===== config.mk =====
export PLATFORM = sky130hd
export DESIGN_NAME = hsr_top
export DESIGN_NICKNAME = d
export VERILOG_FILES = /design/src/hdl/hsr_pkg.sv /design/src/hdl/hsr_top.sv
export VERILOG_INCLUDE_DIRS = /design/src /design/src/hdl
export SDC_FILE = /design/constraint.sdc
export NUM_CORES = 1
export LEC_CHECK = 0
export ABC_AREA = 0
export BUFFER_PORTS_ARGS = -buffer_cell sky130_fd_sc_hd__buf_2
export CORE_ASPECT_RATIO = 0.75
export CORE_MARGIN = 4
export CORE_UTILIZATION = 30
export DETAILED_ROUTE_END_ITERATION = 8
export PLACE_DENSITY = 0.44
export SLEW_MARGIN = 20
export SYNTH_ARGS = -nofsm -noshare
export SYNTH_HDL_FRONTEND = slang
export SYNTH_SLANG_ARGS = --single-unit

===== constraint.sdc =====
create_clock -name clk_sys -period 16.3 [get_ports clk_sys]
set_input_delay 0.815 -clock clk_sys [delete_from_list [all_inputs] [get_ports clk_sys]]
set_output_delay 0.815 -clock clk_sys [all_outputs]
set_load 0.05 [all_outputs]

===== src/hdl/hsr_defines.svh =====
// Offsets, field positions, reset values and fixed counts of the hop slot block.
// Assumes byte addressing on the register bus, one 32-bit word per register.
`ifndef HSR_DEFINES_SVH
`define HSR_DEFINES_SVH

`define HSR_ADDR_W 8
`define HSR_OFF_CTRL 8'h00
`define HSR_OFF_REPEAT 8'h04
`define HSR_OFF_STATUS 8'h08
`define HSR_OFF_ALLOW_VALID 8'h0c
`define HSR_OFF_ALLOW_BASE 8'h40
`define HSR_ALLOW_N 10

`define HSR_F_MIN 0
`define HSR_F_MAX 4
`define HSR_F_SPEED 8
`define HSR_F_CONT_SEL 10
`define HSR_F_CALLER_OPEN 11
`define HSR_F_RELAY_EN 12
`define HSR_F_ROLE 13
`define HSR_F_REP_PATH 15

`define HSR_F_ST_BUDGET 0
`define HSR_F_ST_WINDOW 8
`define HSR_F_ST_LINK_FAIL 20
`define HSR_F_ST_RELAY_ACT 21
`define HSR_F_ST_RTS_BUSY 22
`define HSR_F_ST_RELAY_LVL 23

`define HSR_RST_MIN 4'h0
`define HSR_RST_MAX 4'h9
`define HSR_RST_SPEED 2'h2
`define HSR_RST_CONT_SEL 1'h1
`define HSR_RST_CALLER_OPEN 1'h0
`define HSR_RST_RELAY_EN 1'h0
`define HSR_RST_REPEAT 8'h03
`define HSR_SIZE_LIMIT 4'h9
`define HSR_SPEED_FAST 2'h2
`define HSR_SPEED_ROBUST 2'h3
`define HSR_R3_MIN_BASE 8'h08

`endif


===== src/hdl/hsr_pkg.sv =====
// Types shared by the hop slot allocation and RTS relay block.
// Assumes nothing beyond a SystemVerilog compiler.
package hsr_pkg;
   typedef enum logic [1:0] {
      HSR_P2P_MASTER = 2'b00,
      HSR_P2P_SLAVE = 2'b01,
      HSR_MP_MASTER = 2'b10,
      HSR_MP_SLAVE = 2'b11
   } hsr_role_t;

   typedef enum logic [1:0] {
      HSR_RTS_IDLE = 2'b00,
      HSR_RTS_AWAIT_ACK = 2'b01,
      HSR_RTS_BROADCAST = 2'b10
   } hsr_rts_t;
endpackage


===== src/hdl/hsr_top.sv =====
// Hop slot allocation, continuous transmit, caller admission and RTS relay.
// Assumes a slot scheduler outside that pulses slot_start before each transmit slot
// and a modem that carries rts status, acks and the slave window over air.
//
// Contract
// - Master sends at most the hop budget chosen by the size settings each hop.
// - Unused master budget goes to slave window on top of reserved bytes.
// - Reserved setting maps to byte counts per air speed table.
// - Air speed 2 master budget comes from printed 10x10 table.
// - Air speed 3 master budget is reserved bytes plus sixteen times limit.
// - Continuous select 0 transmits every hop; 1 transmits on demand.
// - Continuous mode drives CTS, except on a slave with active relay, with on-time rising with signal strength.
// - Air speed accepts 2 or 3; multipoint mismatch with master fails link.
// - Caller check 0 admits listed serials only; 1 admits any caller.
// - Relay enable 1 lets master RTS drive slave CTS; 0 disables.
// - Relay enabled means slave CTS no longer does serial flow control.
// - Master samples RTS before each transmit slot; change sends status.
// - Point-to-point master resends status each slot until slave acknowledges.
// - Multipoint master sends status broadcast repeat count times, no ack.
// - Rts_relay_enable latency follows master slot spacing, 5.9 to 21 ms.
// - Relay is off on point-to-point links passing through a repeater.
`timescale 1ns/1ps
`include "hsr_defines.svh"

module hsr_top
   import hsr_pkg::*;
#(
   parameter int ALLOW_N = `HSR_ALLOW_N
) (
   input wire logic clk_sys,                      // 200 MHz system clock
   input wire logic sys_rst,                      // Asynchronous reset, active high
   input wire logic [`HSR_ADDR_W-1:0] avs_address, // Byte address
   input wire logic avs_read,                     // Read request
   input wire logic avs_write,                    // Write request
   input wire logic [31:0] avs_writedata,         // Write data
   input wire logic [3:0] avs_byteenable,         // Byte lanes
   output logic [31:0] avs_readdata,              // Read data
   output logic avs_waitrequest,                  // Stall until answer
   input wire logic slot_start,                   // Pulse just before own transmit slot
   input wire logic [7:0] tx_pending,             // Bytes waiting to go out
   input wire logic [8:0] rx_window,              // Window granted to this slave
   output logic tx_go,                            // Pulse: transmit in this slot
   output logic [7:0] tx_bytes,                   // Payload bytes for this slot
   output logic [8:0] slave_window,               // Window handed to the slave
   output logic tx_rts_msg,                       // Status message rides this slot
   output logic tx_rts_level,                     // RTS level in that message
   input wire logic rts_in,                       // Serial RTS input of the master
   input wire logic rx_rts_ack,                   // Pulse: slave acked status
   input wire logic rx_rts_msg,                   // Pulse: status message received
   input wire logic rx_rts_level,                 // Level in received message
   output logic tx_rts_ack,                       // Pulse: ack to the master
   input wire logic fc_cts_in,                    // Flow-control CTS from serial path
   input wire logic [7:0] rssi,                   // Received signal strength
   output logic cts_out,                          // CTS pin level
   input wire logic peer_speed_valid,             // Master speed heard this cycle
   input wire logic [1:0] peer_speed,             // Air speed of the master
   output logic link_fail,                        // Multipoint speed mismatch
   input wire logic call_req,                     // Pulse: incoming call
   input wire logic [31:0] call_serial,           // Serial number of caller
   output logic call_accept,                      // Pulse: call admitted
   output logic call_reject                       // Pulse: call refused
);
   import hsr_pkg::*;

   // Speed 2 hop budget, index reserved*10 + limit; entry 92 is irregular on purpose
   localparam logic [7:0] BUDGET2 [100] = '{
      8'h0f, 8'h24, 8'h3a, 8'h4f, 8'h64, 8'h79, 8'h8f, 8'ha4, 8'hb9, 8'hce,
      8'h14, 8'h2a, 8'h3f, 8'h54, 8'h69, 8'h7f, 8'h94, 8'ha9, 8'hbe, 8'hd4,
      8'h1a, 8'h2f, 8'h44, 8'h5a, 8'h6f, 8'h84, 8'h99, 8'haf, 8'hc4, 8'hd9,
      8'h1f, 8'h34, 8'h4a, 8'h5f, 8'h74, 8'h89, 8'h9f, 8'hb4, 8'hc9, 8'hde,
      8'h24, 8'h3a, 8'h4f, 8'h64, 8'h79, 8'h8f, 8'ha4, 8'hb9, 8'hce, 8'he4,
      8'h2a, 8'h3f, 8'h54, 8'h69, 8'h7f, 8'h94, 8'ha9, 8'hbe, 8'hd4, 8'he9,
      8'h2f, 8'h44, 8'h5a, 8'h6f, 8'h84, 8'h99, 8'haf, 8'hc4, 8'hd9, 8'hee,
      8'h34, 8'h4a, 8'h5f, 8'h74, 8'h89, 8'h9f, 8'hb4, 8'hc9, 8'hde, 8'hf4,
      8'h3a, 8'h4f, 8'h64, 8'h79, 8'h8f, 8'ha4, 8'hb9, 8'hce, 8'he4, 8'hf9,
      8'h3f, 8'h54, 8'h5f, 8'h7f, 8'h94, 8'ha9, 8'hbe, 8'hd4, 8'he9, 8'hfe
   };
   localparam logic [7:0] MIN2 [10] = '{
      8'h10, 8'h15, 8'h1a, 8'h20, 8'h25, 8'h2a, 8'h30, 8'h35, 8'h3a, 8'h40
   };

   // Configuration and bus state
   logic [3:0] min_r, min_nxt;
   logic [3:0] max_r, max_nxt;
   logic [1:0] speed_r, speed_nxt;
   logic cont_sel_r, cont_sel_nxt;
   logic caller_open_r, caller_open_nxt;
   logic relay_en_r, relay_en_nxt;
   hsr_role_t role_r, role_nxt;
   logic rep_path_r, rep_path_nxt;
   logic [7:0] repeat_r, repeat_nxt;
   logic [ALLOW_N-1:0] allow_valid_r, allow_valid_nxt;
   logic [31:0] allow_r [ALLOW_N];
   logic [31:0] allow_nxt [ALLOW_N];
   logic ack_r, ack_nxt;
   logic [31:0] rdata_r, rdata_nxt;

   // Link-side state
   hsr_rts_t rts_st_r, rts_st_nxt;
   logic sent_lvl_r, sent_lvl_nxt;
   logic [7:0] bc_cnt_r, bc_cnt_nxt;
   logic tx_go_r, tx_go_nxt;
   logic [7:0] tx_bytes_r, tx_bytes_nxt;
   logic [8:0] win_r, win_nxt;
   logic rts_msg_r, rts_msg_nxt;
   logic rts_lvl_r, rts_lvl_nxt;
   logic ack_out_r, ack_out_nxt;
   logic relay_lvl_r, relay_lvl_nxt;
   logic fail_r, fail_nxt;
   logic [7:0] pwm_r, pwm_nxt;
   logic cts_r, cts_nxt;
   logic acc_r, acc_nxt;
   logic rej_r, rej_nxt;

   logic is_master, is_mp, relay_act, cont_mode, listed;
   logic [7:0] min_bytes, budget;
   logic [ALLOW_N-1:0] hit;
   logic [3:0] wmin, wmax;
   logic [1:0] wspeed;

   assign is_master = (role_r == HSR_P2P_MASTER) || (role_r == HSR_MP_MASTER);
   assign is_mp = (role_r == HSR_MP_MASTER) || (role_r == HSR_MP_SLAVE);
   assign relay_act = relay_en_r && (is_mp || !rep_path_r);
   assign cont_mode = (cont_sel_r == 1'b0);

   // Byte budgets follow the air speed
   always_comb begin
      if (speed_r == `HSR_SPEED_FAST) begin
         min_bytes = MIN2[min_r];
         budget = BUDGET2[7'(min_r) * 7'd10 + 7'(max_r)];
      end else begin
         min_bytes = `HSR_R3_MIN_BASE + {2'h0, min_r, 2'h0};
         budget = min_bytes + {max_r, 4'h0};
      end
   end

   genvar gi;
   generate
      for (gi = 0; gi < ALLOW_N; gi++) begin : g_allow
         assign hit[gi] = allow_valid_r[gi] && (allow_r[gi] == call_serial);
      end
   endgenerate
   assign listed = |hit;

   // Answer comes one edge after the request is seen, so decode has a full cycle
   assign avs_waitrequest = (avs_read || avs_write) && !ack_r;
   assign avs_readdata = rdata_r;
   assign wmin = avs_writedata[`HSR_F_MIN +: 4];
   assign wmax = avs_writedata[`HSR_F_MAX +: 4];
   assign wspeed = avs_writedata[`HSR_F_SPEED +: 2];

   always_comb begin
      min_nxt = min_r;
      max_nxt = max_r;
      speed_nxt = speed_r;
      cont_sel_nxt = cont_sel_r;
      caller_open_nxt = caller_open_r;
      relay_en_nxt = relay_en_r;
      role_nxt = role_r;
      rep_path_nxt = rep_path_r;
      repeat_nxt = repeat_r;
      allow_valid_nxt = allow_valid_r;
      allow_nxt = allow_r;
      ack_nxt = (avs_read || avs_write) && !ack_r;
      rdata_nxt = rdata_r;
      if (avs_read && !ack_r) begin
         rdata_nxt = 32'h0;
         if (avs_address == `HSR_OFF_CTRL) begin
            rdata_nxt[`HSR_F_MIN +: 4] = min_r;
            rdata_nxt[`HSR_F_MAX +: 4] = max_r;
            rdata_nxt[`HSR_F_SPEED +: 2] = speed_r;
            rdata_nxt[`HSR_F_CONT_SEL] = cont_sel_r;
            rdata_nxt[`HSR_F_CALLER_OPEN] = caller_open_r;
            rdata_nxt[`HSR_F_RELAY_EN] = relay_en_r;
            rdata_nxt[`HSR_F_ROLE +: 2] = role_r;
            rdata_nxt[`HSR_F_REP_PATH] = rep_path_r;
         end else if (avs_address == `HSR_OFF_REPEAT) begin
            rdata_nxt[7:0] = repeat_r;
         end else if (avs_address == `HSR_OFF_STATUS) begin
            rdata_nxt[`HSR_F_ST_BUDGET +: 8] = budget;
            rdata_nxt[`HSR_F_ST_WINDOW +: 9] = win_r;
            rdata_nxt[`HSR_F_ST_LINK_FAIL] = fail_r;
            rdata_nxt[`HSR_F_ST_RELAY_ACT] = relay_act;
            rdata_nxt[`HSR_F_ST_RTS_BUSY] = (rts_st_r != HSR_RTS_IDLE);
            rdata_nxt[`HSR_F_ST_RELAY_LVL] = relay_lvl_r;
         end else if (avs_address == `HSR_OFF_ALLOW_VALID) begin
            rdata_nxt[ALLOW_N-1:0] = allow_valid_r;
         end
         for (int i = 0; i < ALLOW_N; i++) begin
            if (avs_address == `HSR_OFF_ALLOW_BASE + 8'(4 * i)) begin
               rdata_nxt = allow_r[i];
            end
         end
      end
      // Writes take effect at the edge where waitrequest is low
      if (avs_write && ack_r) begin
         if (avs_address == `HSR_OFF_CTRL) begin
            if (avs_byteenable[0]) begin
               if (wmin <= `HSR_SIZE_LIMIT) begin
                  min_nxt = wmin;
               end
               if (wmax <= `HSR_SIZE_LIMIT) begin
                  max_nxt = wmax;
               end
            end
            if (avs_byteenable[1]) begin
               if (wspeed == `HSR_SPEED_FAST || wspeed == `HSR_SPEED_ROBUST) begin
                  speed_nxt = wspeed;
               end
               cont_sel_nxt = avs_writedata[`HSR_F_CONT_SEL];
               caller_open_nxt = avs_writedata[`HSR_F_CALLER_OPEN];
               relay_en_nxt = avs_writedata[`HSR_F_RELAY_EN];
               role_nxt = hsr_role_t'(avs_writedata[`HSR_F_ROLE +: 2]);
               rep_path_nxt = avs_writedata[`HSR_F_REP_PATH];
            end
         end else if (avs_address == `HSR_OFF_REPEAT && avs_byteenable[0]) begin
            repeat_nxt = avs_writedata[7:0];
         end else if (avs_address == `HSR_OFF_ALLOW_VALID) begin
            allow_valid_nxt = avs_writedata[ALLOW_N-1:0];
         end
         for (int i = 0; i < ALLOW_N; i++) begin
            if (avs_address == `HSR_OFF_ALLOW_BASE + 8'(4 * i)) begin
               for (int b = 0; b < 4; b++) begin
                  if (avs_byteenable[b]) begin
                     allow_nxt[i][8*b +: 8] = avs_writedata[8*b +: 8];
                  end
               end
            end
         end
      end
   end

   always_ff @(posedge clk_sys or posedge sys_rst) begin
      if (sys_rst) begin
         min_r <= `HSR_RST_MIN;
         max_r <= `HSR_RST_MAX;
         speed_r <= `HSR_RST_SPEED;
         cont_sel_r <= `HSR_RST_CONT_SEL;
         caller_open_r <= `HSR_RST_CALLER_OPEN;
         relay_en_r <= `HSR_RST_RELAY_EN;
         role_r <= HSR_P2P_MASTER;
         rep_path_r <= 1'b0;
         repeat_r <= `HSR_RST_REPEAT;
         allow_valid_r <= '0;
         for (int i = 0; i < ALLOW_N; i++) begin
            allow_r[i] <= 32'h0;
         end
         ack_r <= 1'b0;
         rdata_r <= 32'h0;
      end else begin
         min_r <= min_nxt;
         max_r <= max_nxt;
         speed_r <= speed_nxt;
         cont_sel_r <= cont_sel_nxt;
         caller_open_r <= caller_open_nxt;
         relay_en_r <= relay_en_nxt;
         role_r <= role_nxt;
         rep_path_r <= rep_path_nxt;
         repeat_r <= repeat_nxt;
         allow_valid_r <= allow_valid_nxt;
         allow_r <= allow_nxt;
         ack_r <= ack_nxt;
         rdata_r <= rdata_nxt;
      end
   end

   // Slot, relay and admission logic
   always_comb begin
      logic [7:0] lim;
      logic [7:0] grant;
      logic send;
      lim = 8'h0;
      grant = 8'h0;
      send = 1'b0;
      rts_st_nxt = rts_st_r;
      sent_lvl_nxt = sent_lvl_r;
      bc_cnt_nxt = bc_cnt_r;
      tx_go_nxt = 1'b0;
      tx_bytes_nxt = tx_bytes_r;
      win_nxt = win_r;
      rts_msg_nxt = 1'b0;
      rts_lvl_nxt = rts_lvl_r;
      ack_out_nxt = 1'b0;
      relay_lvl_nxt = relay_lvl_r;
      fail_nxt = fail_r;
      pwm_nxt = pwm_r + 8'h01;
      acc_nxt = 1'b0;
      rej_nxt = 1'b0;
      // An ack seen in a slot cycle still stops that slot's resend
      if (rx_rts_ack && rts_st_r == HSR_RTS_AWAIT_ACK) begin
         rts_st_nxt = HSR_RTS_IDLE;
      end
      if (!relay_act) begin
         rts_st_nxt = HSR_RTS_IDLE;
         sent_lvl_nxt = rts_in;
      end
      // Slot cadence is the scheduler's; RTS latency is bounded by its spacing
      if (slot_start) begin
         lim = is_master ? budget : (rx_window > 9'h0ff ? 8'hff : rx_window[7:0]);
         grant = (tx_pending < lim) ? tx_pending : lim;
         if (is_master && relay_act) begin
            if (rts_in != sent_lvl_r) begin
               send = 1'b1;
               sent_lvl_nxt = rts_in;
               if (is_mp) begin
                  rts_st_nxt = (repeat_r > 8'h01) ? HSR_RTS_BROADCAST : HSR_RTS_IDLE;
                  bc_cnt_nxt = repeat_r - 8'h01;
               end else begin
                  rts_st_nxt = HSR_RTS_AWAIT_ACK;
               end
            end else begin
               unique case (rts_st_nxt)
                  HSR_RTS_IDLE: begin
                  end
                  HSR_RTS_AWAIT_ACK: begin
                     send = 1'b1;
                  end
                  HSR_RTS_BROADCAST: begin
                     send = 1'b1;
                     bc_cnt_nxt = bc_cnt_r - 8'h01;
                     if (bc_cnt_r == 8'h01) begin
                        rts_st_nxt = HSR_RTS_IDLE;
                     end
                  end
                  default: begin
                     rts_st_nxt = HSR_RTS_IDLE;
                  end
               endcase
            end
         end
         tx_bytes_nxt = grant;
         rts_msg_nxt = send;
         // Level only moves with a message, so the far side never sees a silent change
         if (send) begin
            rts_lvl_nxt = sent_lvl_nxt;
         end
         tx_go_nxt = cont_mode || (grant != 8'h0) || send;
         if (is_master) begin
            win_nxt = {1'b0, min_bytes} + {1'b0, budget - grant};
         end
      end
      if (!is_master && rx_rts_msg) begin
         if (relay_act) begin
            relay_lvl_nxt = rx_rts_level;
         end
         ack_out_nxt = !is_mp;
      end
      if (is_mp && !is_master && peer_speed_valid) begin
         fail_nxt = (peer_speed != speed_r);
      end else if (!is_mp || is_master) begin
         fail_nxt = 1'b0;
      end
      // Relay overrides the diagnostic display, which overrides flow control
      if (!is_master && relay_act) begin
         cts_nxt = relay_lvl_r;
      end else if (cont_mode) begin
         cts_nxt = (rssi == 8'hff) || (pwm_r < rssi);
      end else begin
         cts_nxt = fc_cts_in;
      end
      if (call_req && !is_master) begin
         acc_nxt = caller_open_r || listed;
         rej_nxt = !(caller_open_r || listed);
      end
   end

   always_ff @(posedge clk_sys or posedge sys_rst) begin
      if (sys_rst) begin
         rts_st_r <= HSR_RTS_IDLE;
         sent_lvl_r <= 1'b0;
         bc_cnt_r <= 8'h0;
         tx_go_r <= 1'b0;
         tx_bytes_r <= 8'h0;
         win_r <= 9'h0;
         rts_msg_r <= 1'b0;
         rts_lvl_r <= 1'b0;
         ack_out_r <= 1'b0;
         relay_lvl_r <= 1'b0;
         fail_r <= 1'b0;
         pwm_r <= 8'h0;
         cts_r <= 1'b0;
         acc_r <= 1'b0;
         rej_r <= 1'b0;
      end else begin
         rts_st_r <= rts_st_nxt;
         sent_lvl_r <= sent_lvl_nxt;
         bc_cnt_r <= bc_cnt_nxt;
         tx_go_r <= tx_go_nxt;
         tx_bytes_r <= tx_bytes_nxt;
         win_r <= win_nxt;
         rts_msg_r <= rts_msg_nxt;
         rts_lvl_r <= rts_lvl_nxt;
         ack_out_r <= ack_out_nxt;
         relay_lvl_r <= relay_lvl_nxt;
         fail_r <= fail_nxt;
         pwm_r <= pwm_nxt;
         cts_r <= cts_nxt;
         acc_r <= acc_nxt;
         rej_r <= rej_nxt;
      end
   end

   assign tx_go = tx_go_r;
   assign tx_bytes = tx_bytes_r;
   assign slave_window = win_r;
   assign tx_rts_msg = rts_msg_r;
   assign tx_rts_level = rts_lvl_r;
   assign tx_rts_ack = ack_out_r;
   assign cts_out = cts_r;
   assign link_fail = fail_r;
   assign call_accept = acc_r;
   assign call_reject = rej_r;
endmodule


==> flow_metrics.tcl, run 1 <==
set metrics [dict create \
    timing.critical_path.from_type "flop" \
    drt_iter0_drc 2184 \
    cp_slowest_stage_delay_ns 0.52 \
    setup_total_negative_slack_ns 0 \
    ioPinCount 173 \
    route.detailed.vias_per_inst 5.57 \
    root_buffer "sky130_fd_sc_hd__clkbuf_16" \
    ys_seq_elements 432 \
    postSynthNetCount 2648 \
    critPathRequiredTime_ns 16.84 \
    ctsResizeCount 0 \
    clk_pin_slew_ns 0.07 \
    netlist_instances 2469 \
    synth_cell_type_count 87 \
    grt_antenna_before_repair 8 \
    final.hold.worst_slack_ns 0.333 \
    dominantRegCellSynth "sky130_fd_sc_hd__dfrtp_1" \
    htree_levels 2 \
    power.combinational.fraction 0.123 \
    drt_wl_total_um 108000 \
    cts_tree "yes" \
    cts.hold.buffers_added 0 \
    cts-buffers-inserted 51 \
    timing.reg2reg.setup_slack_ns 7.78 \
    drv_slew 0 \
    core-area_um2 85800 \
    synth_edf_count 0 \
    number_of_maximum_capacitance_constraint_violations 0 \
    grt_pass1_vias 21000 \
    p_leak_nw 13.2 \
    routedWlPerCell_um 29.0 \
    maxClockFrequency_mhz 117 \
    synthMostInstantiatedCell "sky130_fd_sc_hd__dfrtp_1" \
    setup-violations-final 0 \
    critical_path_class "flop to flop" \
    preCtsSetupSlack_ns 7.83 \
    critical_path.endpoint_type "flop" \
    share_seq_of_total_power 0.420 \
    crit_slowest_cell "sky130_fd_sc_hd__dfrtp_1" \
    chipHeight_um 263 \
    post-synth-top-area-fraction 0.411 \
    grt_first_pass_wirelength_um 155000 \
    globalRouteTotalUtil 0.231 \
    gpl.final_weighted_congestion 0.921 \
    die_area_um2 91200 \
    dp_cells 3652 \
    multi_input_comb_area_um2 14300 \
    worst_skew_pair.late_latency_ns 0.66 \
    slew_at_the_pin_closest_to_its_max_slew_limit_ns 1.20 \
    timing_hold_violations_final 0 \
    layout-area-overhead-vs-synth_pct 14.3 \
    synth_largest_area_cell "sky130_fd_sc_hd__dfrtp_1" \
    synth.yosys.seq_area_share 0.417 \
    run_status "finished clean" \
    setup_ws_ns 7.78 \
    crit_path_frequent_cell "sky130_fd_sc_hd__ha_1" \
    worst_case_clock_skew_ns 0.0540 \
    setup.worst_path.start "min_r[0]" \
    path_max_fanout 11 \
    clock_sink_count 432 \
    die_w_um 347 \
    cts_buffer_depth 3 \
    hp-class "input port to asynchronous set/reset pin" \
    reg2reg_start "min_r[0]" \
    finalCriticalPeriod_ns 8.52 \
    drcViolationCount 0 \
    switchingPower_w 0.000768 \
    vdd.ir_drop.worst_uv 81.3 \
    seqCellArea_um2 10800 \
    dp_hpwl_um 82300 \
    yosys_warnings 0 \
    remaining_global_route_overflow 0 \
    post_synth_instance_area_um2 25900 \
    unrepaired_setup_endpoints_after_global_routing "no" \
    synthArstFlopShare 1.00 \
    post-route-period-util 0.523 \
    io_buffers 172 \
    effective_utilization_at_floorplan 0.302 \
    placement_rows 93 \
    cellInternalPower_w 0.00191 \
    clock_power_share 0.457 \
    drive_above_1_share 0.264 \
    cts.repair_timing.setup_buffer_count 0 \
    layout.cells.non_filler 3744 \
    nets 2744 \
    grt_max_degree 115 \
    top_area_cells_in_the_synthesized_netlist "sky130_fd_sc_hd__dfrtp_1 41%, sky130_fd_sc_hd__mux2_2 16%, sky130_fd_sc_hd__xnor2_1 10%, sky130_fd_sc_hd__ha_1 2.8%, sky130_fd_sc_hd__nand2_1 2.1%" \
    synth_common_cells "426 x sky130_fd_sc_hd__dfrtp_1, 358 x sky130_fd_sc_hd__mux2_2, 308 x sky130_fd_sc_hd__xnor2_1, 147 x sky130_fd_sc_hd__nand2_1, 140 x sky130_fd_sc_hd__nor2_1" \
    total_power_w 0.00268 \
    ant_nets 0 \
    pwr_density_cell_nw_per_um2 90.4 \
    num_vias 20900 \
    n_fill_cell 8677 \
    worst-endpoint-arrival_ns 9.07 \
    sw_frac_of_total 0.287 \
    max-slew-margin-rel 0.189 \
    postSynthAreaPerCell_um2 10.5 \
    drt_first_pass_iters 6 \
]
[worst paths after layout]
kind | end | cells past startpoint
min in group clk_sys | link_fail | 2
setup reg to reg | slave_window[7] | 35
hold / removal | pwm_r[0] | 2
max in group asynchronous | allow_r[47] | 5
setup / recovery | slave_window[7] | 35
hold reg to reg | avs_readdata[10] | 1
[cells in the final DEF, fill, tap and decap left out, types with 25 or more instances in the layout]
cell / Yosys / final
sky130_fd_sc_hd__nand2_1: 147 / 147
sky130_fd_sc_hd__dfrtp_1: 426 / 426
sky130_fd_sc_hd__a21oi_1: 101 / 101
sky130_fd_sc_hd__a31oi_1: 34 / 34
sky130_fd_sc_hd__mux2_2: 358 / 358
sky130_fd_sc_hd__a22oi_1: 49 / 49
sky130_fd_sc_hd__buf_2: 7 / 172
sky130_fd_sc_hd__xor2_1: 50 / 50
sky130_fd_sc_hd__xnor2_1: 308 / 308
sky130_fd_sc_hd__nand4_1: 75 / 75
sky130_fd_sc_hd__nand3_1: 41 / 41
sky130_fd_sc_hd__o21ai_0: 93 / 93
sky130_fd_sc_hd__clkbuf_16: 0 / 51
sky130_fd_sc_hd__a222oi_1: 30 / 30
sky130_fd_sc_hd__ha_1: 59 / 59
sky130_fd_sc_hd__a221oi_1: 26 / 26
sky130_fd_sc_hd__nor2_1: 140 / 130
sky130_fd_sc_hd__inv_1: 45 / 44
sky130_fd_sc_hd__buf_4: 1 / 31
sky130_fd_sc_hd__nor3_1: 25 / 25
sky130_fd_sc_hd__nor4_1: 40 / 39
[per-stage QoR]
stage | utilization | cell area, µm²
floorplan | - | 25900
global placement | 0.325 | 27800
detailed placement | 0.325 | 27800
CTS | 0.345 | 29600
global route | 0.345 | 29600
finish | 0.345 | 29600
[worst max-delay path: cells and delay by family, from the launching register on]
family                   cells  cell delay, ns
AO/OA/AOI/OAI               14            2.72
AND/OR/NAND/NOR             10            2.41
adder cells (fa/ha/maj)      5            1.60
flip-flops                   1            0.52
buffers and inverters        3            0.44
XOR/XNOR                     2            0.40
multiplexers                 1            0.37
[final cells by class]
type	instances	share of cell area
repair buffers	203	0.0369
well taps	1140	0.0482
multi-input cells	1832	0.484
diodes	4	0.000338
inverters	45	0.00596
flip-flops and latches	432	0.365
clock inverters	17	0.0106
clock buffers	71	0.0487
[sequential cells by signal (all words and copies together), names as in the netlist, 2 cells and up]
register and cells:
allow_r 320, allow_valid_r 10, avs_readdata 32, bc_cnt_r 8, max_r 4, min_r 4
pwm_r 8, repeat_r 8, role_r 2, rts_st_r 2, slave_window 9, speed_r 2
tx_bytes 8
[cells by family (layout without fill, tap and decap cells)]
group                    after synthesis  in the layout  synth area share
XOR/XNOR                             361            361             0.123
AO/OA/AOI/OAI                        475            475             0.126
flip-flops                           432            432             0.417
adder cells (fa/ha/maj)               65             65            0.0328
multiplexers                         387            387             0.169
buffers and inverters                205            336            0.0310
AND/OR/NAND/NOR                      544            544             0.101
other                                  0              4                 0
[routing by layer]
layer | part of all wire | up-vias | track usage
li1 | - | 9188 | -
met1 | 0.49 | 10700 | 0.353
met2 | 0.40 | 802 | 0.318
met3 | 0.080 | 158 | 0.0555
met4 | 0.032 | 2 | 0.0672
met5 | 0.000065 | - | 0
[power by group through the flow]
| stage | logic [W] | clock network, W | registers [W] |
|---|---|---|---|
| 2_1_floorplan | 0.000177 | 0 | 0.00116 |
| 3_3_place_gp | 0.000327 | 0 | 0.00114 |
| 3_5_place_dp | 0.000327 | 0 | 0.00114 |
| 4_1_cts | 0.000328 | 0.00125 | 0.00113 |
| 5_1_grt | 0.000351 | 0.00129 | 0.00113 |
| 6_report | 0.000329 | 0.00123 | 0.00112 |
Note: power is estimated with default switching activity, not from simulation.
==> run 2: changes to the inputs <==
==> constraint.sdc (replaced) <==
create_clock -name clk_sys -period 8.8 [get_ports clk_sys]
set_input_delay 0.44 -clock clk_sys [delete_from_list [all_inputs] [get_ports clk_sys]]
set_output_delay 0.44 -clock clk_sys [all_outputs]
set_load 0.05 [all_outputs]
==> run 2 against run 1 <==
Sequential cell count unchanged; global-route usage increased by 0.25 points; die area unchanged; largest cell class unchanged.
==> flow_metrics.tcl, run 2 (synthesis results as in run 1) <==
set metrics [dict create \
    dp_hpwl_um 83600 \
    placement_rows 93 \
    drt_first_pass_iters 8 \
    slew_at_the_pin_closest_to_its_max_slew_limit_ns 1.27 \
    drt_iter0_drc 2333 \
    post-route-cell-area_um2 29700 \
    timing_hold_violations_final 0 \
    drt_wl_total_um 110000 \
    drive_above_1_share 0.267 \
    grt_antenna_before_repair 19 \
    drv_slew 0 \
    clk_pin_slew_ns 0.06 \
    die_w_um 347 \
    remaining_global_route_overflow 0 \
    drcViolationCount 0 \
    layout.cells.non_filler 3771 \
    cts.repair_timing.setup_buffer_count 0 \
    nets 2754 \
    worst-endpoint-arrival_ns 8.80 \
    largest_reg_flops 320 \
    unrepaired_setup_endpoints_after_global_routing "no" \
    most_frequent_cells_in_the_layout "426 x sky130_fd_sc_hd__dfrtp_1, 358 x sky130_fd_sc_hd__mux2_2, 308 x sky130_fd_sc_hd__xnor2_1" \
    layout-area-overhead-vs-synth_pct 14.7 \
    max-slew-margin-rel 0.145 \
    path_max_fanout 16 \
    grtUsageMet2 0.321 \
    core-area_um2 85800 \
    critical_path_class "flop to flop" \
    cp_slowest_stage_delay_ns 0.77 \
    chipHeight_um 263 \
    timing.critical_path.from_type "flop" \
    effective_utilization_at_floorplan 0.302 \
    number_of_maximum_capacitance_constraint_violations 0 \
    p_leak_nw 13.3 \
    cts.hold.buffers_added 2 \
    io_buffers 172 \
    postPlaceCellArea_um2 27900 \
    grt_util_met1 0.363 \
    ant_nets 0 \
    worst_skew_pair.late_latency_ns 0.64 \
    top_register "allow_r" \
    crit_slowest_cell "sky130_fd_sc_hd__ha_1" \
    total_power_w 0.00493 \
    cts_buffer_depth 3 \
    finalCriticalPeriod_ns 8.27 \
    setup_total_negative_slack_ns 0 \
    dp_cells 3661 \
    most_common_library_cell_in_the_layout_ignoring_fill_and_taps "sky130_fd_sc_hd__dfrtp_1" \
    grt_first_pass_wirelength_um 157000 \
    post-route-period-util 0.940 \
    gpl.final_weighted_congestion 0.919 \
    hp-class "input port to flop" \
    global_route.usage.met3 0.0441 \
    cts_tree "yes" \
    setup-violations-final 0 \
    ioPinCount 173 \
    route.detailed.vias_per_inst 5.59 \
    busiest_layer "met1" \
    run_status "finished clean" \
    maxClockFrequency_mhz 121 \
    routedWlPerCell_um 29.1 \
    die_area_um2 91200 \
    num_vias 21100 \
    grt_pass1_vias 21100 \
    pwr_density_cell_nw_per_um2 166 \
    clock_sink_count 432 \
    root_buffer "sky130_fd_sc_hd__clkbuf_16" \
    globalRouteTotalUtil 0.233 \
    worst_case_clock_skew_ns 0.0443 \
    cts-buffers-inserted 50 \
    ctsResizeCount 0 \
    grt_max_degree 131 \
    crit_path_frequent_cell "sky130_fd_sc_hd__ha_1" \
    critical_path.endpoint_type "flop" \
    finalCoreUtilization 0.347 \
    n_fill_cell 8621 \
    critPathRequiredTime_ns 9.33 \
    vdd.ir_drop.worst_uv 128 \
    htree_levels 2 \
]
## run 2: changes by cell type in the layout (fill, tap and decap cells not counted), sizes merged
cell | previous run | this run
diode | 4 | 15
buf | 203 | 212
clkbuf | 71 | 76
clkinv | 6 | 11
bufinv | 6 | 4
dlygate4sd3 | 0 | 2
inv | 46 | 44
clkinvlp | 4 | 3
## run 2: worst paths after layout
path / startpoint / endpoint / slack (ns) / cells after the start
setup / recovery: min_r[0] / slave_window[7] / 0.53 / 31
hold / removal: call_req / call_accept / 0.06 / 3
setup reg to reg: min_r[0] / slave_window[7] / 0.53 / 31
hold reg to reg: avs_readdata[10] / avs_readdata[10] / 0.47 / 1
max in group asynchronous: sys_rst / allow_r[1] / 6.51 / 5
min in group asynchronous: sys_rst / allow_r[278] / 0.35 / 3
## run 2: layout make-up
cell class | instances | area (µm²) | area share
clock inverters | 17 | 241 | 0.00812
well taps | 1140 | 1430 | 0.0480
flip-flops and latches | 432 | 10800 | 0.364
multi-input cells | 1832 | 14300 | 0.482
diodes | 15 | 37.5 | 0.00126
repair buffers | 214 | 1200 | 0.0403
inverters | 45 | 173 | 0.00581
clock buffers | 76 | 1500 | 0.0504
## run 2: per-layer routing
layer | vias up | share of wire
met3 | 154 | 0.078
met1 | 10800 | 0.49
met4 | 6 | 0.028
met2 | 892 | 0.41
li1 | 9225 | -
met5 | - | 0.00031
## run 2: critical path: cells and delay by family, from the launching register on
family / cells / cell delay (ns)
flip-flops: 1 / 0.52
multiplexers: 1 / 0.31
adder cells (fa/ha/maj): 5 / 2.28
XOR/XNOR: 2 / 0.41
AO/OA/AOI/OAI: 14 / 3.53
buffers and inverters: 2 / 0.22
AND/OR/NAND/NOR: 7 / 0.92
## run 2: report_power, final
group	internal [W]	switching, W	leakage, nW
clock network	0.00130	0.000930	0.851
logic	0.000189	0.000426	6.52
registers	0.00203	0.0000551	5.93
total	0.00351	0.00141	13.3
## run 2: metrics by stage
step	hold slack (ns)	worst slack (ns)
after floorplan	0.448	1.62
after global placement	0.409	0.806
after detailed placement	0.417	0.739
after CTS	0.0224	0.666
after global routing	0.0481	0.00881
final	0.0597	0.528
